`src/epg_pkg.sv`:
```
// shared constants and carrier types of the eight channel modulator
// assumes a single bus clock domain and a synchronous reset
package epg_pkg;

  // ---------------------------------------------------------------
  // sizes and reset values
  // ---------------------------------------------------------------
  localparam int          CH_N      = 8;      // modulator channels
  localparam int          PAIR_N    = 4;      // concatenation pairs
  localparam int          BYTE_W    = 8;      // narrow channel width
  localparam int          CNT_W     = 16;     // counter width, wide mode
  localparam int          PRESC_W   = 7;      // bus clock prescaler
  localparam int          SCL_W     = 10;     // scaled clock divider
  localparam int          SIDE_N    = 2;      // clock sides a and b
  localparam logic [6:0]  PRESC_RST = 7'h00;
  localparam logic [9:0]  SCL_RST   = 10'h000;
  localparam logic [15:0] CNT_RST   = 16'h0000;
  localparam logic [15:0] CNT_ONE   = 16'h0001;
  localparam logic [7:0]  BYTE_RST  = 8'h00;

  // ---------------------------------------------------------------
  // software controls, held outside the block
  // ---------------------------------------------------------------
  typedef struct packed {
    logic [7:0] enable;       // per channel run
    logic [7:0] polarity;     // 1: duty portion high
    logic [7:0] clk_scaled;   // 1: scaled clock, 0: base clock
    logic [7:0] center;       // 1: centre aligned
    logic [3:0] concat;       // pair k joins channels 2k and 2k+1
    logic [2:0] prescale_a;   // base clock a = bus / 2^n
    logic [2:0] prescale_b;   // base clock b = bus / 2^n
    logic [7:0] scale_a;      // scaled clock a = a / (2*n), 0 -> 512
    logic [7:0] scale_b;      // scaled clock b = b / (2*n), 0 -> 512
    logic       wait_stop;    // halt prescaler in wait mode
    logic       freeze_stop;  // halt prescaler in freeze mode
    logic       shutdown_en;  // channel 7 pin becomes shutdown input
    logic       shutdown_lvl; // pin level that trips the shutdown
    logic [1:0] reserved;     // ignored
  } epg_cfg_t;

  // period and duty as written by software
  typedef struct packed {
    logic [7:0][7:0] period;
    logic [7:0][7:0] duty;
  } epg_wave_t;

  // state shown back to software
  typedef struct packed {
    logic [7:0][7:0] count;   // wide pair: odd high byte, even low
    logic [7:0]      running; // channel counting
    logic            stopped; // prescaler halted
    logic            tripped; // emergency shutdown active
    logic [5:0]      reserved;
  } epg_stat_t;

endpackage : epg_pkg

```
`src/epg_top.sv`:
```
// eight channel pulse width modulator with per channel counters
// assumes controls are static registers synchronous to clk_sys and
// that the pin inputs are already synchronous to clk_sys
// Functional notes
// RL1: eight channels, own counter, period, duty
// RL2: period and duty load at zero or disable
// RL3: left or centre alignment per channel
// RL4: independent enable for each channel
// RL5: per channel duty polarity select
// RL6: eight 8-bit or four 16-bit channels
// RL7: clocks a, b, scaled a, scaled b selectable
// RL8: duty settable from 0% to 100%
// RL9: wait mode option stops the prescaler
// RL10: freeze mode option stops the prescaler
// RL11: channel 7 pin doubles as shutdown input
// RL12: one output pin per channel
// RL13: reserved bits read zero, writes ignored
// RL14: pair joins even and odd, odd pin drives
`timescale 1ns/100ps
`default_nettype none

module epg_top
  import epg_pkg::*;
(
  input  wire logic      clk_sys,
  input  wire logic      rst,
  input  wire epg_cfg_t  cfg,
  input  wire epg_wave_t wave,
  input  wire logic      wait_mode,
  input  wire logic      freeze_mode,
  input  wire logic      channel7_output_shutdown_pin_in,
  output logic           channel7_output_shutdown_pin_out,
  output logic           channel7_output_shutdown_pin_oe_n,
  output logic [6:0]     pwm_pin_q,
  output epg_stat_t      stat_q
);

  // ---------------------------------------------------------------
  // helpers
  // ---------------------------------------------------------------
  // low bits that must be all ones for a base clock tick
  function automatic logic [6:0] epg_mask(input logic [2:0] sel);
    return 7'((8'h01 << sel) - 8'h01);
  endfunction : epg_mask

  // scaled clock divide ratio, twice the setting, zero means 512
  function automatic logic [9:0] epg_top_ratio(input logic [7:0] s);
    return {(s == 8'h00), s, 1'b0};
  endfunction : epg_top_ratio

  logic [6:0]       presc_q;
  logic [1:0]       tick_b_q;          // base clock ticks a, b
  logic [1:0]       tick_s_q;          // scaled clock ticks a, b
  logic [9:0]       scl_q [SIDE_N];
  logic [15:0]      cnt_q [CH_N];
  logic [15:0]      cnt_d [CH_N];
  logic [15:0]      per_eff_q [CH_N];
  logic [15:0]      per_eff_d [CH_N];
  logic [15:0]      dty_eff_q [CH_N];
  logic [15:0]      dty_eff_d [CH_N];
  logic [7:0]       dir_q;
  logic [7:0]       dir_d;
  logic [7:0]       run_w;
  logic [7:0]       ch_tick;
  logic [7:0]       wave_d;
  logic [7:0]       pwm_q;
  logic             stop_w;
  logic             shut_w;

  // RL9 RL10 prescaler gating
  assign stop_w = (wait_mode && cfg.wait_stop) ||
                  (freeze_mode && cfg.freeze_stop);
  // RL11 shutdown trips on the pin level, only once the pin is released
  assign shut_w = cfg.shutdown_en && channel7_output_shutdown_pin_oe_n &&
                  (channel7_output_shutdown_pin_in == cfg.shutdown_lvl);

  // ---------------------------------------------------------------
  // clock sources
  // ---------------------------------------------------------------
  // RL9 RL10 prescaler holds while stopped
  always_ff @(posedge clk_sys) begin
    if (rst) begin
      presc_q <= PRESC_RST;
    end else if (!stop_w) begin
      presc_q <= 7'(presc_q + 7'h01);
    end
  end

  // RL7 base and scaled clock ticks for sides a and b
  always_ff @(posedge clk_sys) begin
    if (rst) begin
      tick_b_q <= 2'h0;
      tick_s_q <= 2'h0;
      for (int j = 0; j < SIDE_N; j++) begin
        scl_q[j] <= SCL_RST;
      end
    end else begin
      tick_b_q[0] <= !stop_w &&
        ((presc_q & epg_mask(cfg.prescale_a)) == epg_mask(cfg.prescale_a));
      tick_b_q[1] <= !stop_w &&
        ((presc_q & epg_mask(cfg.prescale_b)) == epg_mask(cfg.prescale_b));
      tick_s_q <= 2'h0;
      for (int j = 0; j < SIDE_N; j++) begin
        if (tick_b_q[j] && !stop_w) begin // held while stopped
          if (scl_q[j] >= 10'(epg_top_ratio(j == 0 ? cfg.scale_a
                                                   : cfg.scale_b)
                              - 10'h001)) begin
            scl_q[j]    <= SCL_RST;
            tick_s_q[j] <= 1'b1;
          end else begin
            scl_q[j] <= 10'(scl_q[j] + 10'h001);
          end
        end
      end
    end
  end

  // ---------------------------------------------------------------
  // channel counters
  // ---------------------------------------------------------------
  // RL1 RL6 RL14 next state of each channel counter
  always_comb begin
    logic        wide;
    logic        odd;
    logic [15:0] per_new;
    logic [15:0] dty_new;
    wide    = 1'b0;
    odd     = 1'b0;
    per_new = CNT_RST;
    dty_new = CNT_RST;
    for (int i = 0; i < CH_N; i++) begin
      wide = cfg.concat[i / 2];
      odd  = i[0];
      // RL14 odd channel takes the pair's high byte
      if (wide && odd) begin
        per_new = {wave.period[i], wave.period[i & 6]};
        dty_new = {wave.duty[i], wave.duty[i & 6]};
      end else begin
        per_new = {BYTE_RST, wave.period[i]};
        dty_new = {BYTE_RST, wave.duty[i]};
      end
      // RL4 RL14 even member of a pair stays idle
      run_w[i] = cfg.enable[i] && !(wide && !odd);
      // RL7 per channel source, channels 2,3,6,7 on side b
      ch_tick[i] = cfg.clk_scaled[i] ? tick_s_q[i[1]] : tick_b_q[i[1]];
      cnt_d[i]     = cnt_q[i];
      dir_d[i]     = dir_q[i];
      per_eff_d[i] = per_eff_q[i];
      dty_eff_d[i] = dty_eff_q[i];
      // RL2 disabled channel loads buffers at once
      if (!run_w[i]) begin
        cnt_d[i]     = CNT_RST;
        dir_d[i]     = 1'b0;
        per_eff_d[i] = per_new;
        dty_eff_d[i] = dty_new;
      end else if (ch_tick[i] && !stop_w) begin // frozen while stopped
        // RL3 centre aligned counts up to period and back
        if (cfg.center[i]) begin
          if (per_eff_q[i] == CNT_RST) begin
            per_eff_d[i] = per_new;
            dty_eff_d[i] = dty_new;
          end else if (!dir_q[i]) begin
            cnt_d[i] = 16'(cnt_q[i] + CNT_ONE);
            dir_d[i] = ({1'b0, cnt_q[i]} + 17'h00001) >=
                       {1'b0, per_eff_q[i]};
          end else if (cnt_q[i] > CNT_ONE) begin
            cnt_d[i] = 16'(cnt_q[i] - CNT_ONE);
          end else begin
            // RL2 reload when the count reaches zero, never below it
            cnt_d[i]     = CNT_RST;
            dir_d[i]     = 1'b0;
            per_eff_d[i] = per_new;
            dty_eff_d[i] = dty_new;
          end
        end else if (({1'b0, cnt_q[i]} + 17'h00001) >=
                     {1'b0, per_eff_q[i]}) begin
          // RL2 left aligned wraps to zero and reloads
          cnt_d[i]     = CNT_RST;
          per_eff_d[i] = per_new;
          dty_eff_d[i] = dty_new;
        end else begin
          cnt_d[i] = 16'(cnt_q[i] + CNT_ONE);
        end
      end
      // RL8 RL5 active while count below duty, polarity applied
      if (shut_w || !run_w[i] || cnt_q[i] >= dty_eff_q[i]) begin
        wave_d[i] = !cfg.polarity[i];
      end else begin
        wave_d[i] = cfg.polarity[i];
      end
    end
  end

  // RL1 counter and buffer registers
  always_ff @(posedge clk_sys) begin
    if (rst) begin
      dir_q <= 8'h00;
      for (int i = 0; i < CH_N; i++) begin
        cnt_q[i]     <= CNT_RST;
        per_eff_q[i] <= CNT_RST;
        dty_eff_q[i] <= CNT_RST;
      end
    end else begin
      dir_q <= dir_d;
      for (int i = 0; i < CH_N; i++) begin
        cnt_q[i]     <= cnt_d[i];
        per_eff_q[i] <= per_eff_d[i];
        dty_eff_q[i] <= dty_eff_d[i];
      end
    end
  end

  // ---------------------------------------------------------------
  // pins and status
  // ---------------------------------------------------------------
  // RL12 RL11 one pin per channel, pin 7 released for shutdown
  always_ff @(posedge clk_sys) begin
    if (rst) begin
      pwm_q                             <= 8'h00;
      pwm_pin_q                         <= 7'h00;
      channel7_output_shutdown_pin_out  <= 1'b0;
      channel7_output_shutdown_pin_oe_n <= 1'b1;
    end else begin
      pwm_q                             <= wave_d;
      pwm_pin_q                         <= wave_d[6:0];
      channel7_output_shutdown_pin_out  <= wave_d[7];
      channel7_output_shutdown_pin_oe_n <= cfg.shutdown_en;
    end
  end

  // RL13 status readback, reserved bits forced to zero
  always_ff @(posedge clk_sys) begin
    if (rst) begin
      stat_q <= '0;
    end else begin
      for (int i = 0; i < CH_N; i++) begin
        stat_q.count[i] <= !cfg.concat[i / 2] ? cnt_q[i][7:0] :
                           (i[0] ? cnt_q[i][15:8] : cnt_q[i | 1][7:0]);
      end
      stat_q.running  <= run_w;
      stat_q.stopped  <= stop_w;
      stat_q.tripped  <= shut_w;
      stat_q.reserved <= 6'h00;
    end
  end
endmodule : epg_top

`default_nettype wire

```
`config.mk`:
```
export PLATFORM = sky130hd
export DESIGN_NAME = epg_top
export DESIGN_NICKNAME = d
export VERILOG_FILES = /design/src/epg_pkg.sv /design/src/epg_top.sv
export SDC_FILE = /design/constraint.sdc
export NUM_CORES = 1
export LEC_CHECK = 0
export ABC_AREA = 1
export BUFFER_PORTS_ARGS = -buffer_cell sky130_fd_sc_hd__clkbuf_2
export CAP_MARGIN = 15
export CORE_AREA = 2 2 285 287
export CTS_CLUSTER_DIAMETER = 30
export DETAILED_ROUTE_END_ITERATION = 8
export DIE_AREA = 0 0 287 289
export PLACE_DENSITY = 0.59
export SYNTH_ARGS = -nofsm -noshare
export SYNTH_HDL_FRONTEND = slang
export SYNTH_SLANG_ARGS = --single-unit
```
`constraint.sdc`:
```
create_clock -name clk_sys -period 3.6 [get_ports clk_sys]
set_input_delay 0.36 -clock clk_sys [delete_from_list [all_inputs] [get_ports clk_sys]]
set_output_delay 0.36 -clock clk_sys [all_outputs]
set_load 0.005 [all_outputs]
```
# After elaboration in Yosys (flattened, before gate mapping)
# Memories as Yosys holds them, arrays and structs flattened.
# Cells that the tools add are included.
dict set report totals {
  n_memories 4
  ram_bits 404
  in_bits 197
  ff_bits 108
}
dict set report op_classes {
  add_sub_neg 31
  reduce_logical 84
  order_cmp 26
  eq_ne 3
  shifts 2
  bitwise_logic 46
  mux 263
}
# memory words word_bits read_ports rd_clocked_by_memory_dff wr line
set memory_table {}
lappend memory_table {cnt_q 8 16 8 0 8 epg_top.sv:55} ;# logic [15:0] cnt_q [CH_N];
lappend memory_table {dty_eff_q 8 16 8 0 8 epg_top.sv:59} ;# logic [15:0] dty_eff_q [CH_N];
lappend memory_table {per_eff_q 8 16 8 0 8 epg_top.sv:57} ;# logic [15:0] per_eff_q [CH_N];
lappend memory_table {scl_q 2 10 2 0 2 epg_top.sv:54} ;# logic [9:0] scl_q [SIDE_N];
# operator count
set ops {}
lappend ops {{$mux W16} 200}
lappend ops {{$add A16 B1 Y17 const B} 8}
lappend ops {{$ge A17 B16 Y1} 8}
lappend ops {{$add A16 B1 Y16 const B} 8}
lappend ops {{$ge A16 B16 Y1} 8}
lappend ops {{$gt A16 B1 Y1 const B} 8}
lappend ops {{$logic_not A16 Y1} 8}
lappend ops {{$sub A16 B1 Y16 const B} 8}
lappend ops {{$mux W8} 8}
lappend ops {{$mux W1} 51}
lappend ops {{$mux W10} 4}
lappend ops {{$or A1 B1 Y1} 28}
lappend ops {{$reduce_and A3 Y1} 8}
lappend ops {{$logic_not A1 Y1} 21}
lappend ops {{$add A10 B1 Y10 const B} 2}
lappend ops {{$ge A10 B10 Y1} 2}
lappend ops {{$logic_and A1 B1 Y1} 20}
lappend ops {{$sub A10 B1 Y10 const B} 2}
lappend ops {{$logic_or A1 B1 Y1} 17}
lappend ops {{$logic_not A8 Y1} 2}
lappend ops {{$not A1 Y1} 16}
lappend ops {{$reduce_or A2 Y1} 8}
lappend ops {{$and A7 B7 Y7} 2}
lappend ops {{$eq A7 B7 Y1} 2}
lappend ops {{4 further kinds} 6}

# Longest topological paths before layout
dict set report depth {
  word_depth 9
  mapped_depth 25
  mapped_depth_nobuf 23
}

# Least setup slack after synthesis
# Ideal clock, no wire load.
dict set report synth_timing {
  path_type {register -> register}
  from {memory cnt_q[5][0] (netlist: cnt_q[1][16])}
  to {memory dty_eff_q[5][0] (netlist: dty_eff_q[1][16])}
  required_time_ns 3.487
  n_path_buf 1
  setup_ns 0.113
  stages_incl_launch_ff 16
  period_less_slack_ns 3.035
  path_slack_ns 0.565
  arrival_ns 2.922
  path_cell_list {dfxtp_1 -> inv_1 -> nor3_1 -> nand4_1 -> nor3_1 -> nand3_1 -> xor2_1 -> ha_1 -> nand4_1 -> nor4_1 -> nand2_1 -> nand4_1 -> clkbuf_1 -> nand4_1 -> nand2_1 -> nor2_1}
}
# item line
set synth_lines {}
lappend synth_lines {{start, declared} epg_top.sv:55}
lappend synth_lines {{end, declared} epg_top.sv:59}

==> out/qor.csv <==
metric;value;unit
crit_type;reg2reg;
num_rows;104;
portBuffers;277;
instances_no_fill;6512;
path_max_fanout;16;
cp_slowest_stage_delay;0.38;ns
insertion_delay;0.72;ns
p_total;0.0219;W
placedCellCount;6205;
maxSlewViolCount;0;
maxCapViolCount;0;
cts.htree.levels;4;
wl_met1;46.7;mm
cpMostUsedCell;nand2_1;
die_w;287;µm
areaGrowthSynthToFinish;27.0;%
num_antenna_cells;0;
final_common_cell;nand2_1;
drt_iter0_markers;1985;
ant_nets;0;
period_share;0.929;
cellPowerDensity;546;nW/µm²
leakage;20.1;nW
wl_met3;5.47;mm
cp.arrival;3.95;ns
synth-main-ff-cell;dfxtp_1;
grtUsageTotal;0.247;
wl_per_cell;16.0;µm
synth_area;31600;µm²
syn_avg_cell_area;6.41;µm²
slew_headroom;0.403;
crit_path_cell_trace;inv_1 > nor3_2 > nand4_1 > or2_1 > inv_1 > nand2_1 > nor2_1 > xor2_1 > ha_1 > nand2_1 > nor2_1 > a31oi_1 > o21a_1 > nand3_2 > nand3_4 > buf_4 > nand2_1 > nand2_1 > nor2_1;
drive_gt1_frac;0.135;
crit_path_end_kind;register;
nNetsFinal;5777;
hold_slack;0.0412;ns
setup_tns;0;ns
via_per_inst;5.07;
clk_path_buf_depth;3;
tightest_slew;0.890;ns
gp_congestion;0.916;
nFillCells;8150;
grt_pass1_wl;165;mm
fin_crit;3.34;ns
dr_total_vias;32994;
mostFrequentLayoutCells;nand2_1, nor2_1, inv_1, dfxtp_1, a21oi_1;
vdd_drop_max;0.388;mV
die-area;82900;µm²
syn-instance-count;4940;
numCtsBuffers;138;
drc;0;
cts_tree;built;
antenna_found_initial;1;
grt_pass1_vias;31064;
hold_viol;0;
finalWirelength;104;mm
cp.required;4.20;ns
grt_overflow;0;
wl_met2;49.1;mm
hold_class;in2reg;
initial_core_util;0.396;
cts_num_sinks;442;
synth_async_sr_flop_share;0;
synth-edff-count;20;
core;79900;µm²
worstSetupStartpointType;register;
dp_hpwl;77.6;mm
synth-seq-cells;442;
yosysUniqueCellTypes;57;
drt-pass1-iter-count;6;
clock_tree.root_cell;clkbuf_16;
fin_util;0.503;
fmax;0.299;GHz
grt_max_degree;79;
skew;0.0372;ns
clk_pin_slew;0.04;ns
status;finished, final reports clean;
die_y;289;µm
ys_warn_count;0;
slowest_stage;dfxtp_1;
setup_viol_count_final;0;
synth-seq-area-share;0.286;
top_layer;met5;
io_pins;286;
==> logic make-up (layout without fill, tap and decap cells) <==
kind of cell,count (synthesis),after routing,synth area share
adders and majority gates,242,242,0.0957
buffers and inverters,909,1416,0.114
other,2,7,0.000237
and+or+nand+nor,2344,2344,0.319
DFF,442,442,0.286
AOI/OAI and AO/OA,826,826,0.137
xor gates and xnor gates,175,175,0.0484
==> synth_stat cells (28+ instances only) <==
cell	count	area, µm²
a21oi_1	380	1900
a31oi_1	28	175
buf_2	56	280
clkbuf_1	121	454
dfxtp_1	422	8450
ha_1	242	3030
inv_1	684	2570
nand2_1	1034	3880
nand3_1	181	906
nand4_1	238	1490
nor2_1	738	2770
nor3_1	65	325
o21ai_0	344	1720
xor2_1	155	1360
==> repair_timing <==
| item | in CTS | in global routing |
|---|---|---|
| setup buffers | 0 | 3 |
| gates resized for setup | 0 | 18 |
| hold endpoints to repair | 50 | 0 |
| hold buffers | 50 | 0 |
| setup endpoints to repair | 0 | 129 |
==> through the flow <==
step,area [µm²],setup WS (ns)
after floorplan,31700,0.565
after global placement,34500,0.239
after detailed placement,34500,0.196
after CTS,40100,0.0943
after global routing,40200,-0.00131
final,40200,0.257
==> state kept, by name, summed over array words and instances (netlist names) <==
signal	cells
stat_q	74
per_eff_q	96
dir_q	8
channel7_output_shutdown_pin_out	1
channel7_output_shutdown_pin_oe_n	1
dty_eff_q	96
tick_b_q	2
tick_s_q	2
pwm_pin_q	7
scl_q	20
presc_q	7
cnt_q	128
==> metal layers <==
layer | global-route usage | vias up
met1 | 0.320 | 14986
met4 | 0.0910 | 2
met5 | 0 | -
met3 | 0.0385 | 199
li1 | - | 16881
met2 | 0.416 | 926
==> final cells by class <==
class / instances / area (µm²) / area share
Clock buffer: 186 / 4040 / 0.101
Tap cell: 1060 / 1330 / 0.0330
Timing Repair Buffer: 469 / 3010 / 0.0748
Sequential cell: 442 / 9050 / 0.225
Multi-Input combinational cell: 3594 / 19000 / 0.474
Clock inverter: 68 / 1090 / 0.0271
Inverter: 693 / 2620 / 0.0652
==> power breakdown <==
part           leakage, nW  switching (W)  internal [W]
Clock                 2.53        0.00368       0.00954
Combinational         13.9        0.00206       0.00115
Sequential            3.67       0.000203       0.00529
Total                 20.1        0.00594        0.0160
==> critical path: cells and delay by family (launching register included) <==
kind	cells	cell delay, ns
xor+xnor	1	0.25
flops	1	0.38
compound gates	2	0.40
simple gates	12	1.52
fa+ha+maj	1	0.28
buf+inv	3	0.41
==> final timing paths <==
kind	startpoint	to	slack [ns]	depth (start not counted)
worst max-delay path	cnt_q[1][48]	per_eff_q[1][59]	0.26	19
worst max register to register	cnt_q[1][48]	per_eff_q[1][59]	0.26	19
worst min-delay path	wave[126]	per_eff_q[1][62]	0.04	5
worst min register to register	dty_eff_q[1][33]	dty_eff_q[1][33]	0.47	2
No activity file was read; power rests on OpenSTA's default activity.
